## config.mk

```make
export PLATFORM = sky130hd
export DESIGN_NAME = pstg_top
export DESIGN_NICKNAME = d
export VERILOG_FILES = /design/src/core/pstg_carrier_track.v /design/src/core/pstg_trig_chan.v /design/src/core/pstg_top.v
export VERILOG_INCLUDE_DIRS = /design/src /design/src/core
export SDC_FILE = /design/constraint.sdc
export NUM_CORES = 1
export LEC_CHECK = 0
export BUFFER_PORTS_ARGS = -buffer_cell sky130_fd_sc_hd__buf_2
export CAP_MARGIN = 20
export CORE_MARGIN = 2
export CORE_UTILIZATION = 25
export DETAILED_ROUTE_END_ITERATION = 10
export PLACE_DENSITY = 0.4
export SYNTH_ARGS = -nofsm -noshare
export SYNTH_HDL_FRONTEND = slang
export SYNTH_SLANG_ARGS = --single-unit
```

## constraint.sdc

```tcl
create_clock -name pclk -period 3 [get_ports pclk]
set_input_delay 0.6 -clock pclk [delete_from_list [all_inputs] [get_ports pclk]]
set_output_delay 0.6 -clock pclk [all_outputs]
set_load 0.01 [all_outputs]
```

## src/core/pstg_defines.vh

```
// Constants for the PWM-synchronised ADC trigger generator.
// Assumes a 32-bit APB register bus and a 16-bit carrier counter.
`ifndef PSTG_DEFINES_VH
`define PSTG_DEFINES_VH

// Register byte addresses
`define PSTG_ADDR_MODE 32'hffffc324
`define PSTG_ADDR_CMP0 32'hffffc328
`define PSTG_ADDR_CMP1 32'hffffc32c
`define PSTG_ADDR_CMP2 32'hffffc330
`define PSTG_ADDR_STAT 32'hffffc334
`define PSTG_ADDR_TCNT 32'hffffc338

// Widths
`define PSTG_CW 16
`define PSTG_MW 3
`define PSTG_NCH 3

// Reset values
`define PSTG_MODE_RST 9'h000
`define PSTG_CMP_RST 16'h0000
`define PSTG_CNT_RST 8'h00

// Mode register field positions (low bit of each three-bit field)
`define PSTG_MODE_LSB0 0
`define PSTG_MODE_LSB1 3
`define PSTG_MODE_LSB2 6
`define PSTG_MODE_FW 9

// Trigger mode codes
`define PSTG_MD_OFF 3'h0
`define PSTG_MD_DOWN 3'h1
`define PSTG_MD_UP 3'h2
`define PSTG_MD_BOTH 3'h3
`define PSTG_MD_PEAK 3'h4
`define PSTG_MD_BOTTOM 3'h5
`define PSTG_MD_EXTREME 3'h6
`define PSTG_MD_RSVD 3'h7

// Status register bit positions
`define PSTG_ST_EN 0
`define PSTG_ST_EMG 1
`define PSTG_ST_EDGE 2
`define PSTG_ST_UP 3
`define PSTG_ST_TRG 4

// Trigger count register field width
`define PSTG_TCW 8
`define PSTG_ZERO16 16'h0000

`endif

```

## src/core/pstg_carrier_track.v

```verilog
// Carrier edge tracker: detects a new counter value, its slope and the extremes.
// Assumes the carrier counter runs on pclk; it may hold a value for many cycles.
`timescale 1ns/1ps
`include "pstg_defines.vh"

module pstg_carrier_track (
   input wire pclk,
   input wire presetn,
   input wire [15:0] carrier_counter,
   input wire [15:0] carrier_period,
   output wire step,
   output wire counting_up,
   output wire at_peak,
   output wire at_bottom
);

   reg [15:0] prev_q;
   reg seen_q;

   // Previous counter value; a value is an event only on its first cycle
   always @(posedge pclk or negedge presetn) begin
      if (!presetn) begin
         prev_q <= `PSTG_ZERO16;
         seen_q <= 1'b0;
      end else begin
         prev_q <= carrier_counter;
         seen_q <= 1'b1;
      end
   end

   // Slope comes from the step itself, so no direction state can go stale
   assign step = seen_q && (carrier_counter != prev_q);
   assign counting_up = carrier_counter > prev_q;
   assign at_peak = step && (carrier_counter == carrier_period);
   assign at_bottom = step && (carrier_counter == `PSTG_ZERO16);

endmodule // pstg_carrier_track

```

## src/core/pstg_trig_chan.v

```verilog
// One trigger channel: double-buffered compare value and mode decode.
// Assumes carrier events from pstg_carrier_track on the same clock.
`timescale 1ns/1ps
`include "pstg_defines.vh"

module pstg_trig_chan (
   input wire pclk,
   input wire presetn,
   input wire [2:0] trigger_mode_select,
   input wire [15:0] compare_holding_buffer,
   input wire [15:0] carrier_counter,
   input wire step,
   input wire counting_up,
   input wire at_peak,
   input wire at_bottom,
   input wire edge_mode,
   input wire load_now,
   output wire hit
);

   reg [15:0] active_q;
   reg load;
   reg fire;
   wire match;

   assign match = step && (carrier_counter == active_q);

   // Update point per mode; peak/bottom modes reload only on load_now
   always @* begin
      load = load_now;
      case (trigger_mode_select)
         `PSTG_MD_DOWN: load = load | at_peak;
         `PSTG_MD_UP: load = load | at_bottom;
         `PSTG_MD_BOTH: load = load | at_peak | at_bottom;
         default: load = load;
      endcase
   end

   // Active compare stage, fed only from the holding stage
   always @(posedge pclk or negedge presetn) begin
      if (!presetn) begin
         active_q <= `PSTG_CMP_RST;
      end else if (load) begin
         active_q <= compare_holding_buffer;
      end
   end

   // Trigger qualification; edge mode only ever counts up
   always @* begin
      case (trigger_mode_select)
         `PSTG_MD_OFF: fire = 1'b0;
         `PSTG_MD_DOWN: fire = match && (edge_mode ? counting_up : !counting_up);
         `PSTG_MD_UP: fire = match && counting_up;
         `PSTG_MD_BOTH: fire = match;
         `PSTG_MD_PEAK: fire = at_peak;
         `PSTG_MD_BOTTOM: fire = at_bottom;
         `PSTG_MD_EXTREME: fire = at_peak | at_bottom;
         default: fire = 1'b0;
      endcase
   end

   assign hit = fire;

endmodule // pstg_trig_chan

```

## src/core/pstg_top.v

```verilog
// ADC trigger generator synchronised to the PWM carrier, with its APB registers.
// Assumes carrier counter, period, enable, edge-mode and protection inputs come
// from PWM logic on pclk, so they are used without synchronisers.
//
// The implementer's own choice: the APB interface to the registers.
`timescale 1ns/1ps
`include "pstg_defines.vh"

module pstg_top (
   input wire pclk,
   input wire presetn,
   input wire psel,
   input wire penable,
   input wire pwrite,
   input wire [31:0] paddr,
   input wire [31:0] pwdata,
   input wire [3:0] pstrb,
   output reg [31:0] prdata,
   output reg pready,
   output reg pslverr,
   input wire [15:0] carrier_counter,
   input wire [15:0] carrier_period,
   input wire pwm_output_enable,
   input wire pwm_edge_mode,
   input wire emergency_protection,
   output reg [2:0] adc_trigger_out
);

   // Register decode, shared by the read mux and the error check
   function [2:0] reg_sel;
      input [31:0] a;
      begin
         case (a)
            `PSTG_ADDR_MODE: reg_sel = 3'h1;
            `PSTG_ADDR_CMP0: reg_sel = 3'h2;
            `PSTG_ADDR_CMP1: reg_sel = 3'h3;
            `PSTG_ADDR_CMP2: reg_sel = 3'h4;
            `PSTG_ADDR_STAT: reg_sel = 3'h5;
            `PSTG_ADDR_TCNT: reg_sel = 3'h6;
            default: reg_sel = 3'h0;
         endcase
      end
   endfunction

   // Byte-lane merge for the 16-bit registers; lanes 2 and 3 carry nothing
   function [15:0] lane_merge;
      input [15:0] old_v;
      input [15:0] new_v;
      input [1:0] lanes;
      begin
         lane_merge = old_v;
         if (lanes[0]) begin
            lane_merge[7:0] = new_v[7:0];
         end
         if (lanes[1]) begin
            lane_merge[15:8] = new_v[15:8];
         end
      end
   endfunction

   localparam [2:0] SEL_NONE = 3'h0;
   localparam [2:0] SEL_MODE = 3'h1;
   localparam [2:0] SEL_CMP0 = 3'h2;
   localparam [2:0] SEL_CMP1 = 3'h3;
   localparam [2:0] SEL_CMP2 = 3'h4;
   localparam [2:0] SEL_STAT = 3'h5;
   localparam [2:0] SEL_TCNT = 3'h6;

   // Unmapped addresses and writes to the read-only status answer with an error
   function refused;
      input [2:0] s;
      input w;
      begin
         refused = (s == SEL_NONE) || (w && (s == SEL_STAT));
      end
   endfunction

   // APB slave states: idle, then one answered access cycle
   localparam [1:0] ST_IDLE = 2'h0;
   localparam [1:0] ST_ANSWER = 2'h1;

   reg [1:0] state_q;
   reg [8:0] mode_q;
   reg [15:0] hold_q [0:2];
   reg [7:0] tcnt_q [0:2];
   reg [2:0] last_trg_q;
   reg [31:0] rdata_d;

   wire [2:0] sel;
   wire setup;
   wire wr_done;
   wire step;
   wire counting_up;
   wire at_peak;
   wire at_bottom;
   wire gate_open;
   wire [2:0] hit;
   wire [2:0] trig_d;
   wire [2:0] cmp_wr;
   wire cnt_clr;
   wire [15:0] mode_wr;

   assign sel = reg_sel(paddr);
   assign setup = psel && !penable;
   // A write lands only at the edge where the access phase meets pready
   // Refused writes never land, whatever the decode says
   assign wr_done = psel && penable && pready && pwrite && !refused(sel, pwrite);
   assign cnt_clr = wr_done && (sel == SEL_TCNT);
   assign cmp_wr[0] = wr_done && (sel == SEL_CMP0);
   assign cmp_wr[1] = wr_done && (sel == SEL_CMP1);
   assign cmp_wr[2] = wr_done && (sel == SEL_CMP2);

   // Both gates act on all channels at once, whatever the modes say
   assign gate_open = pwm_output_enable && !emergency_protection;

   // Carrier step, slope and extreme detection
   pstg_carrier_track u_track (
      .pclk(pclk),
      .presetn(presetn),
      .carrier_counter(carrier_counter),
      .carrier_period(carrier_period),
      .step(step),
      .counting_up(counting_up),
      .at_peak(at_peak),
      .at_bottom(at_bottom)
   );

   // One channel per trigger output
   genvar gi;
   generate
      for (gi = 0; gi < `PSTG_NCH; gi = gi + 1) begin : g_chan
         pstg_trig_chan u_chan (
            .pclk(pclk),
            .presetn(presetn),
            .trigger_mode_select(mode_q[gi*`PSTG_MW +: `PSTG_MW]),
            .compare_holding_buffer(hold_q[gi]),
            .carrier_counter(carrier_counter),
            .step(step),
            .counting_up(counting_up),
            .at_peak(at_peak),
            .at_bottom(at_bottom),
            .edge_mode(pwm_edge_mode),
            // While PWM is stopped nothing is timed off the carrier, so the
            // active stage simply follows the holding stage
            .load_now(!pwm_output_enable),
            .hit(hit[gi])
         );
      end
   endgenerate

   // Gate after the decode, so a closed gate drops peak and bottom triggers too
   assign trig_d = gate_open ? hit : 3'h0;

   // Trigger outputs registered; a hit exists only on a step's first cycle
   always @(posedge pclk or negedge presetn) begin
      if (!presetn) begin
         adc_trigger_out <= 3'h0;
         last_trg_q <= 3'h0;
      end else begin
         adc_trigger_out <= trig_d;
         if (trig_d != 3'h0) begin
            last_trg_q <= trig_d;
         end
      end
   end

   // Mode register; ordering against PWM enable is left to software
   assign mode_wr = lane_merge({7'h00, mode_q}, pwdata[15:0], pstrb[1:0]);
   always @(posedge pclk or negedge presetn) begin
      if (!presetn) begin
         mode_q <= `PSTG_MODE_RST;
      end else if (wr_done && (sel == SEL_MODE)) begin
         mode_q <= mode_wr[`PSTG_MODE_FW-1:0];
      end
   end

   // Compare holding stages, one per channel, byte-lane writable
   genvar gh;
   generate
      for (gh = 0; gh < `PSTG_NCH; gh = gh + 1) begin : g_hold
         always @(posedge pclk or negedge presetn) begin
            if (!presetn) begin
               hold_q[gh] <= `PSTG_CMP_RST;
            end else if (cmp_wr[gh]) begin
               // Range against the period is not checked here
               hold_q[gh] <= lane_merge(hold_q[gh], pwdata[15:0], pstrb[1:0]);
            end
         end
      end
   endgenerate

   // Counter next value; a trigger in the clearing cycle still counts once
   function [7:0] cnt_next;
      input [7:0] cur;
      input clr;
      input trg;
      begin
         if (clr) begin
            cnt_next = {7'h00, trg};
         end else if (trg) begin
            cnt_next = cur + 8'h01;
         end else begin
            cnt_next = cur;
         end
      end
   endfunction

   // Trigger counters, one per channel, wrapping at eight bits
   genvar gc;
   generate
      for (gc = 0; gc < `PSTG_NCH; gc = gc + 1) begin : g_tcnt
         always @(posedge pclk or negedge presetn) begin
            if (!presetn) begin
               tcnt_q[gc] <= `PSTG_CNT_RST;
            end else begin
               tcnt_q[gc] <= cnt_next(tcnt_q[gc], cnt_clr, trig_d[gc]);
            end
         end
      end
   endgenerate

   // Read mux; reserved bits read as zero
   always @* begin
      rdata_d = 32'h0000_0000;
      case (sel)
         SEL_MODE: rdata_d[`PSTG_MODE_FW-1:0] = mode_q;
         SEL_CMP0: rdata_d[15:0] = hold_q[0];
         SEL_CMP1: rdata_d[15:0] = hold_q[1];
         SEL_CMP2: rdata_d[15:0] = hold_q[2];
         SEL_STAT: begin
            rdata_d[`PSTG_ST_EN] = pwm_output_enable;
            rdata_d[`PSTG_ST_EMG] = emergency_protection;
            rdata_d[`PSTG_ST_EDGE] = pwm_edge_mode;
            rdata_d[`PSTG_ST_UP] = counting_up;
            rdata_d[`PSTG_ST_TRG +: 3] = last_trg_q;
         end
         SEL_TCNT: rdata_d[23:0] = {tcnt_q[2], tcnt_q[1], tcnt_q[0]};
         default: rdata_d = 32'h0000_0000;
      endcase
   end

   // APB next state: setup is answered in the very next cycle, no wait states
   reg [1:0] state_d;
   reg pready_d;
   reg pslverr_d;
   reg [31:0] prdata_d;

   always @* begin
      state_d = state_q;
      pready_d = 1'b0;
      pslverr_d = 1'b0;
      prdata_d = prdata;
      case (state_q)
         ST_IDLE: begin
            if (setup) begin
               state_d = ST_ANSWER;
               pready_d = 1'b1;
               pslverr_d = refused(sel, pwrite);
               // Read data is frozen at setup, so it stands through the access
               prdata_d = pwrite ? 32'h0000_0000 : rdata_d;
            end
         end
         ST_ANSWER: begin
            // Back to idle; the next setup may follow straight away
            state_d = ST_IDLE;
         end
         default: begin
            state_d = ST_IDLE;
         end
      endcase
   end

   // APB answer registers; a setup in the cycle right after another setup, where its access phase belongs, is not answered
   always @(posedge pclk or negedge presetn) begin
      if (!presetn) begin
         state_q <= ST_IDLE;
         pready <= 1'b0;
         pslverr <= 1'b0;
         prdata <= 32'h0000_0000;
      end else begin
         state_q <= state_d;
         pready <= pready_d;
         pslverr <= pslverr_d;
         prdata <= prdata_d;
      end
   end

endmodule // pstg_top

```

Word-level counts from Yosys, hierarchy flattened
Cells that the tools add are included.
Widths: inputs -> output; s select.
{ "word_totals": {"regBits": 188, "wordCells": 138} }
{ "classes": {"magnitude_cmp": 1, "bitwise": 4, "n_eq_ne": 36, "n_reduce_logical": 46, "n_addsub": 3, "mux": 26} }
{ "op_table": {"columns": ["operator", "count"], "rows": [
  ["$eq 32x32->1 const B", 6],
  ["$eq 16x16->1", 4],
  ["$mux 8", 7],
  ["$pmux 7 s6", 1],
  ["$eq 3x3->1 const B", 12],
  ["$pmux 7 s4", 1],
  ["$add 8x1->8 const B", 3],
  ["$eq 3x2->1 const B", 8],
  ["$logic_and 1x1->1", 24],
  ["$mux 24", 1],
  ["$pmux 1 s6", 3],
  ["$pmux 3 s6", 1],
  ["$reduce_and 2->1", 9],
  ["$gt 16x16->1", 1],
  ["$logic_not 16->1", 1],
  ["$ne 16x16->1", 1],
  ["$eq 3x1->1 const B", 4],
  ["$pmux 2 s5", 1],
  ["$pmux 1 s3", 3],
  ["$reduce_bool 2->1", 3],
  ["$logic_not 1->1", 5],
  ["$mux 1", 5],
  ["$mux 2", 2],
  ["$or 1x1->1", 4],
  ["6 further kinds", 6]
]} }

Longest topological paths before layout
Gate-level depths: netlist of run 1.
{ "depth": {"depth_word": 9, "ltp_mapped": 12} }

Cells and area by module
Synthesis of run 1 repeated with hierarchy kept, for this count alone.
{ "hier_totals": {"hier_cells": 750, "hier_area_um2": 8931.1} }
{ "by_module_without_submodules": {"columns": ["mod", "seq_area_each_um2", "area_per_inst_um2", "cells_each", "instances"], "rows": [
  ["pstg_top", 2852.7, 5286.3, 446, 1],
  ["pstg_trig_chan", 400.4, 860.8, 67, 3],
  ["pstg_carrier_track", 425.4, 1062.3, 103, 1]
]} }

Least setup slack after synthesis of run 1
OpenSTA, ideal clock, no wires.
{ "synth_path": {"kind": "input to register", "startpoint": "input carrier_counter[13]", "endpoint": "register tcnt_q[17] (netlist name)", "arrival_time_ns": 2.944, "required_ns": 2.865, "slack_ns": -0.079, "n_path_buf": 1, "setup_time_ns": 0.135, "stages": 10, "cell_sequence": "ha_1 -> nand4_2 -> or4_4 -> nor2_2 -> mux2i_1 -> a31oi_1 -> a311oi_4 -> buf_6 -> mux2i_1 -> nor2_1"} }
{ "synth_between": {"elab_chain_len": 7, "elab_cells_between_ends": 17} }
{ "synth_lines": {"columns": ["element", "line_no", "text"], "rows": [
  ["start: declaration", "pstg_top.v:21", "input wire [15:0] carrier_counter,"],
  ["$gt 16x16->1 / $ne 16x16->1 (equally long branches)", "pstg_carrier_track.v:33, pstg_carrier_track.v:32", null],
  ["$logic_not 1->1 / $logic_and 1x1->1 (equally long branches)", "pstg_trig_chan.v:52, pstg_carrier_track.v:32", null],
  ["$mux 1, or another cell as far along", "pstg_trig_chan.v:52", "`PSTG_MD_DOWN: fire = match && (edge_mode ? counting_up : !counting_up);"],
  ["$logic_and 1x1->1, or another cell as far along", "pstg_trig_chan.v:52", null],
  ["$pmux 1 s6 *", "pstg_trig_chan.v:50", "case (trigger_mode_select)"],
  ["$mux 3 *", "pstg_top.v:152", "assign trig_d = gate_open ? hit : 3'h0;"],
  ["$reduce_bool 2->1 (no line) *", null, null],
  ["end signal: indexed assignment", "pstg_top.v:214", "tcnt_q[gc] <= `PSTG_CNT_RST;"],
  ["end signal: indexed assignment", "pstg_top.v:216", "tcnt_q[gc] <= cnt_next(tcnt_q[gc], cnt_clr, trig_d[gc]);"],
  ["end: declaration", "pstg_top.v:85", "reg [7:0] tcnt_q [0:2];"]
]} }
Every way passes the cells marked *; elsewhere a longest branch is shown, timed or not.
A chain may end at the register's enable or synchronous reset.

Worst setup path after layout of run 1
{ "layout_path": {"startpoint": "register u_track.prev_q[15]", "endpoint": "register tcnt_q[17] (netlist name)"} }
{ "layout_between": {"elab_chain_len": 7, "elab_cells_between_ends": 14} }
{ "layout_lines": {"columns": ["element", "line_no", "text"], "rows": [
  ["start: declaration", "pstg_carrier_track.v:17", "reg [15:0] prev_q;"],
  ["start signal: assignment", "pstg_carrier_track.v:23", "prev_q <= `PSTG_ZERO16;"],
  ["start signal: assignment", "pstg_carrier_track.v:26", "prev_q <= carrier_counter;"],
  ["$gt 16x16->1 / $ne 16x16->1 (equally long branches)", "pstg_carrier_track.v:33, pstg_carrier_track.v:32", null],
  ["$logic_not 1->1 / $logic_and 1x1->1 (equally long branches)", "pstg_trig_chan.v:52, pstg_carrier_track.v:32", null],
  ["$mux 1, or another cell as far along", "pstg_trig_chan.v:52", null],
  ["$logic_and 1x1->1, or another cell as far along", "pstg_trig_chan.v:52", null],
  ["$pmux 1 s6 *", "pstg_trig_chan.v:50", null],
  ["$mux 3 *", "pstg_top.v:152", null],
  ["$reduce_bool 2->1 (no line) *", null, null]
]} }
Marked as above.

==> summary.md, run 1 <==
| Metric | Value |
|---|---|
| Status | complete, but fails checks |
| Failing checks | negative setup slack |
| Hold WS | approximately 150 ps |
| FFs w/ async S/R, synth | 100.0% |
| Initial core utilization | 25.48% |
| Mean post-synth cell area | 11.14 um^2 |
| Fin crit period | between 3000 and 4000 ps |
| Nets | 1,142 |
| Prevailing post-synth register cell | dfrtp_1 |
| Slew margin rel. | 48.73% |
| Post-synthesis sequential area ratio | 47.91% |
| CP Data Arrival Time | 3330 ps |
| Design Area, Final | 11,930 um^2 |
| RSZ-0062 raised after global routing | yes |
| Final Hold Fails | 0 |
| Post-synth top area share | about 48% |
| Initial antenna violation count | 0 |
| Mapped cell area | roughly 9300 um^2 |
| Post-synth cell types | 68 |
| Synth area leaders | dfrtp_1 48%, mux2_2 14%, xor2_1 3.7% |
| Reg2reg path depth | 13 |
| CP required | around 3300 ps |
| Placed Cells | roughly 1.5k |
| Drt wl/cell | around 20 um |
| Die Y | roughly 200 um |
| Hold/Removal Path Class | in -> async |
| CP Cell Sequence | inv_2, ha_4, nand4_4, or4_4, buf_6, buf_4, o2111a_1, nand4_1, a31oi_2, a311oi_4, clkbuf_16, mux2i_1, nor2_1 |
| Setup ws final | -1.055 ps |
| Reg2reg setup slack | -1 ps |
| Detail Route Antenna Nets | 0 |
| MaxCap Viol Count | 0 |
| WS Path Type | reg -> reg |
| Ys Warns | 0 |
| Top cell type by total area after synthesis | dfrtp_1 |
| Slowest CP cell | or4_4 |
| Hold-fix buffers, CTS | 0 |
| Root buf cell | clkbuf_16 |
| First-pass GRT wire length | 45,180 um |
| Setup WS pre-CTS | -442.7 ps |
| Area delta synth->final | 27.60% |
| Critical Path Start | u_track.prev_q[15]$_DFF_PN0_ |
| Gr usage total | 15.56% |
| Met3 usage | 2.288% |
| CORE AREA | 36,700 um^2 |
| Setup Viol. Count Final | 1 |
| Vias | 7,158 |
| Full die area | 38,960 um^2 |
| Clk_skew | 16.00 ps |
| Clock Sinks | ~180 |
| Worst IR Drop VDD | 0.0004040 V |
| Grt ovf | 0 |
| Diode count | 0 |
| Met1 Resource Use GR | 21.85% |
| Clock latency on the worst-skew pair | 440 ps |
| Port Buf Inserts | 118 |
| DP Area | 11,020 um^2 |
| Largest net degree at the start of global routing | 67 |
| Worst-Margin Slew | 768.3 ps |
| Gate Count Post-Synth | 839 |
| Number of synthesized flops with an enable pin | 0 |
| Finished Layout Cells | 1,496 |
| Total CTS buffers | 17 |
| Die X | 197.4 um |
| IO Count | 145 |
| Max Slew Vio Count | 0 |
| FP Rows | 70 |
| Share of cells above drive strength 1 | a little under two fifths |
| Vias in the first global route | 7,247 |
| Worst reg2reg endpoint | tcnt_q[17]$_DFFE_PN0P_ |
| TritonCTS clock tree | built |
| Crit end category | flip-flop |
| 1st-iter DRT viols | 394 |
| Gr busiest metal | met2 |
| CP peak stage delay | about 530 ps |
| Final period utilization | 100.0% |
| Router iterations before antenna repair | 6 |
| RR Startpoint | u_track.prev_q[15]$_DFF_PN0_ |
| DP Wirelength | 22,370 um |
| Clock slew at reported path FFs | 70 ps |
| GR Layer Usage met2 | 25.03% |
| #FFs+latches synth | 179 |
| CP Max Fanout | 6 |
| Fill cell count | 3,755 |
| Power Density | 441.7 nW/um^2 |
| CP Launch Type | flip-flop |
| Leakage power figure | 5.806 nW |
| Detailed Route WL | 29,880 um |
| CTS Buffer Depth | 2 |
| Gpl congestion | 0.7722 |
| Via density | 4.785 |
| H-tree depth | 4 |
| Fmax | 333.2 MHz |
| Remaining DRCs | 0 |
==> what timing repair did <==
action,in CTS,in global routing
pin swaps,2,22
gates cloned,0,2
hold endpoints to repair,0,0
gates resized for setup,9,30
setup buffers,2,5
endpoints found under the setup margin,12,25
==> cell usage after synthesis (all sizes together), types with 3 or more instances <==
master,number
xnor2,30
nor2,27
dfrtp,179
o2111ai,3
nand2,76
mux2i,21
mux2,117
a21oi,20
nor2b,7
a31oi,4
a222oi,9
o211ai,9
a22oi,16
a22o,17
nor3b,6
nand3,22
xor2,39
nor3,16
nor4b,3
nand2b,13
and3,6
and2,3
buf,15
clkbuf,43
nor4,17
inv,24
ha,19
or4,7
o21ai,14
and4,5
nand4,22
==> metrics by stage <==
step	power [mW]	setup TNS, ps	util [%]
after floorplan	2.676	-12.66	-
after global placement	2.938	-18560	30.02
after detailed placement	2.939	-17940	30.02
after CTS	5.337	-4.680	31.83
after global routing	5.488	-865.7	32.51
final	5.268	-1.055	32.51
==> final cells by class <==
type | count | area [um^2] | share of cell area, %
Clock buffer | 20 | 446.7 | 3.745
Clock inverter | 12 | 155.1 | 1.301
Inverter | 24 | 90.09 | 0.7552
Multi-Input combinational cell | 586 | 4777 | 40.05
Sequential cell | 179 | 4479 | 37.55
Tap cell | 468 | 585.6 | 4.909
Timing Repair Buffer | 207 | 1395 | 11.70
==> how the worst max path moves through the flow <==
stage,end,slack (ps),cells after the start
after floorplan,tcnt_q[17]$_DFFE_PN0P_,-10,10
after global placement,tcnt_q[20]$_DFFE_PN0P_,-410,12
after detailed placement,tcnt_q[23]$_DFFE_PN0P_,-440,12
after CTS,tcnt_q[20]$_DFFE_PN0P_,-5,12
after global routing,tcnt_q[17]$_DFFE_PN0P_,-130,12
final,tcnt_q[17]$_DFFE_PN0P_,-1,13
==> flip-flops by register name, indices dropped and copies added, names as in the netlist, 3 cells and up <==
signal,count
g_chan.u_chan.active_q,48
hold_q,48
prdata,24
tcnt_q,24
u_track.prev_q,16
mode_q,9
adc_trigger_out,3
last_trg_q,3
==> cells in the final DEF, fill, tap and decap left out, types with 4 or more instances in the layout <==
cell type    n
dfrtp_1    179
mux2_2     117
buf_2      117
nand2_1     76
buf_4       75
xor2_1      39
xnor2_1     29
nor2_1      26
nand3_1     22
nand4_1     21
inv_1       20
a21oi_1     19
mux2i_1     19
clkbuf_16   18
a22o_1      17
nor4_1      16
a22oi_1     16
nand2b_1    13
ha_1        13
nor3_1      10
o21ai_0     10
o211ai_1     9
a222oi_1     9
conb_1       9
nor2b_1      7
buf_12       7
and3_1       6
or4_1        6
ha_4         6
buf_6        6
and4_1       5
inv_2        4
nor3b_1      4
o21ai_1      4
nor3_4       4
==> per-layer routing <==
layer | part of all wire (%) | up-vias | wire, um
met5 | 0 | - | 0
met1 | 49 | 3615 | 14690
met3 | 2.9 | 20 | 864
li1 | - | 3379 | -
met2 | 47 | 144 | 13920
met4 | 1.3 | 0 | 393
==> worst max-delay path, delay by kind of cell (launching register included) <==
| family | cells | cell delay, ps |
|---|---|---|
| buffers and inverters | 4 | 560 |
| muxes | 1 | 170 |
| AOI/OAI and AO/OA | 3 | 730 |
| DFF | 1 | 340 |
| adders and majority gates | 1 | 270 |
| and+or+nand+nor | 4 | 830 |
==> cells by family after synthesis <==
kind of cell,after synthesis,synth area share (%)
mux,138,16.34
other cells,2,0.08033
flops,179,47.91
buf+inv,82,3.761
compound gates,113,9.369
simple gates,237,13.45
fa+ha+maj,19,2.543
xor+xnor,69,6.544
==> power breakdown <==
group	total, mW	internal (mW)	switching (mW)
combinational	0.492	0.213	0.279
sequential	2.43	2.43	0.00491
clock	2.35	1.34	1.01
Power figures use the tool's default switching activity.
==> inputs of run 2 (changes only) <==
--- a/config.mk
+++ b/config.mk
@@ -6,6 +6,7 @@
 export SDC_FILE = /design/constraint.sdc
 export NUM_CORES = 1
 export LEC_CHECK = 0
+export ABC_AREA = 1
 export BUFFER_PORTS_ARGS = -buffer_cell sky130_fd_sc_hd__buf_2
 export CAP_MARGIN = 20
 export CORE_MARGIN = 2
==> run 2 against run 1 <==
Effect of this change: the flow now finishes without violations; utilization shrank 2.3 points; via count up 26%; clock skew increased by 0.83 ps; combinational power fell by 8.1%; sequential share of layout area down 1.0 points; critical path type unchanged; largest cell class unchanged; die area is 9.0% higher; maximum frequency grew 15%; area after synthesis rose by 9.1%; sequential power about the same; highest routed layer is now met5; clock-buffer cell count decreased by 1.
==> summary.md, run 2 <==
| Metric | Value |
|---|---|
| CP Cell Sequence | inv_1, ha_1, nand2_1, nor2_1, nand2_1, nor2_2, buf_4, inv_1, nand2_1, buf_4, nand2_1, and2_0, nand2_1, nand2_2, nand2_2, xor2_1, inv_1 |
| FP Rows | 74 |
| Finished Layout Cells | ~2.1k |
| Vias in the first global route | roughly 8.8k |
| Worst IR Drop VDD | 0.0003901 V |
| CP Data Arrival Time | 2960 ps |
| CTS Buffer Depth | 2 |
| Gr usage total | 15.52% |
| Hold/Removal Path Class | in -> async |
| Most frequent cell after synthesis | nand2_1 |
| Full die area | 42,450 um^2 |
| CORE AREA | 40,550 um^2 |
| IO Count | roughly 150 |
| Post-synthesis sequential area ratio | 43.90% |
| DP Wirelength | 24,170 um |
| Hold WS | 116.7 ps |
| CP required | 3350 ps |
| H-tree depth | 4 |
| Top cell type by total area after synthesis | dfrtp_1 |
| Total Power | 5.094 mW |
| CP Max Fanout | 7 |
| Ys Warns | 0 |
| CP peak stage delay | 320 ps |
| Fmax | 382.7 MHz |
| Clock slew at reported path FFs | 80 ps |
| Router iterations before antenna repair | 5 |
| Clock latency on the worst-skew pair | 450 ps |
| Clock Sinks | ~180 |
| Slew margin rel. | around three fifths |
| Largest net degree at the start of global routing | 57 |
| Final Hold Fails | 0 |
| Top Registers | g_chan.u_chan.active_q x48, hold_q x48 |
| Detailed Route WL | 31,180 um |
| 1st-iter DRT viols | 569 |
| Die Y | about 210 um |
| Area delta synth->final | 20.16% |
| Hold-fix buffers, CTS | 0 |
| RSZ-0062 raised after global routing | no |
| First-pass GRT wire length | around 50,000 um |
| Port Buf Inserts | around 120 |
| Die X | 206.0 um |
| Final period utilization | 87.10% |
| CP Launch Type | flip-flop |
| MaxCap Viol Count | 0 |
| Share of cells above drive strength 1 | 17.20% |
| Initial antenna violation count | 3 |
| Post-synth cell types | between 40 and 50 |
| Most frequent CP cell | nand2_1 |
| Post-synth top area share | 43.90% |
| Power Density | approximately 420 nW/um^2 |
| Most common cell after layout, fill and taps aside | nand2_1 |
| Mean post-synth cell area | 7.453 um^2 |
| Initial core utilization | 25.16% |
| Clk_skew | 16.83 ps |
| Drt wl/cell | approximately 15 um |
| TritonCTS clock tree | built |
| Worst-Margin Slew | between 500 and 600 ps |
| Via density | approximately 4.4 |
| Grt ovf | 0 |
| Total CTS buffers | 17 |
| Fill cell count | 4,452 |
| Crit end category | flip-flop |
| Detail Route Antenna Nets | 0 |
| Nets | about 1.6k |
| Setup TNS | 0 ps |
| Status | finished clean |
| Post-route core utilization | between 30% and 40% |
| Remaining DRCs | 0 |
| Fin crit period | 2613 ps |
| Setup Viol. Count Final | 0 |
| Max Slew Vio Count | 0 |
| Number of synthesized flops with an enable pin | 0 |
| Mapped cell area | 10,200 um^2 |
| Prevailing post-synth register cell | dfrtp_1 |
| Slowest CP cell | dfrtp_1 |
| Gpl congestion | 0.8224 |
| Diode count | 0 |
| FFs w/ async S/R, synth | 100.0% |
| Placed Cells | between 2k and 2.5k |
| Postcts setup bufs | 0 |
| Post-cts resize count | 0 |
| Synth cell count leaders | 381 x nand2_1, 179 x dfrtp_1, 173 x inv_1, 130 x nor2_1, 108 x o21ai_1 |
| Root buf cell | clkbuf_16 |
| #FFs+latches synth | 179 |
| Vias | 9,016 |
| Gate Count Post-Synth | 1,369 |
| WS Path Type | reg -> reg |
| Most frequent cells in the layout | 381 x nand2_1, 179 x dfrtp_1, 173 x inv_1 |
| Synth area leaders | dfrtp_1 44%, nand2_1 14%, inv_1 6.4% |
| Leakage power figure | around 6.2 nW |
==> run 2: cell types whose count changed after synthesis, moves of 17 or more <==
cell      previous run  this run
nand2_1             76       381
inv_1               24       173
mux2_2             117         0
o21ai_1              3       108
nor2_1              26       130
nand3_1             22        88
clkbuf_1            43         7
buf_2                5        35
mux2i_1             21         0
inv_2                0        20
a22o_1              17         0
==> run 2: layer usage <==
metal / up-vias / GRT usage, % / part of all wire, %
li1: 4632 / - / -
met1: 4165 / 22.39 / 51
met2: 189 / 23.81 / 44
met3: 24 / 2.901 / 4.3
met4: 6 / 3.878 / 1.1
met5: - / 0 / 0.14
==> run 2: area by class of cell <==
type | count | area [um^2] | area share, %
clock buffers | 19 | 442.9 | 3.613
clock inverters | 13 | 122.6 | 1.000
inverters | 197 | 739.5 | 6.031
multi-input cells | 946 | 4728 | 38.57
flip-flops and latches | 179 | 4479 | 36.53
well taps | 532 | 665.6 | 5.429
repair buffers | 169 | 1082 | 8.827
==> run 2: worst max-delay path: cells and delay by family, from the launching register on <==
family,cells,cell delay (ps)
and+or+nand+nor,10,1340
buffers and inverters,5,410
DFF,1,320
adders and majority gates,1,280
xor gates and xnor gates,1,160
==> run 2: kinds of logic after synthesis <==
logic type | after synthesis | synth area share, %
compound gates | 180 | 10.01
xor+xnor | 47 | 4.034
fa+ha+maj | 19 | 2.330
buf+inv | 251 | 10.14
flops | 179 | 43.90
other cells | 2 | 0.07360
simple gates | 691 | 29.52
==> run 2: worst paths after layout <==
path	from	to	slack [ps]	cells past startpoint
min	presetn	prdata[9]$_DFFE_PN0P_	120	1
max in group asynchronous	presetn	hold_q[19]$_DFFE_PN0P_	2050	2
max	u_track.prev_q[15]$_DFF_PN0_	tcnt_q[16]$_DFFE_PN0P_	390	17
min in group pclk	penable	state_q[0]$_DFFE_PN0P_	360	2
min reg2reg	state_q[0]$_DFFE_PN0P_	state_q[0]$_DFFE_PN0P_	450	1
max reg2reg	u_track.prev_q[15]$_DFF_PN0_	tcnt_q[16]$_DFFE_PN0P_	390	17
==> run 2: metrics by stage <==
stage	setup slack (ps)	cell area, um^2
after floorplan	514.7	10230
after global placement	-47.67	11700
after detailed placement	-60.54	11700
after CTS	310.6	12260
after global routing	61.01	12260
final	386.9	12260
==> run 2: where the power goes <==
part / switching [mW] / internal, mW
clock: 1.04 / 1.18
combinational: 0.290 / 0.162
sequential: 0.00391 / 2.43
total: 1.33 / 3.76
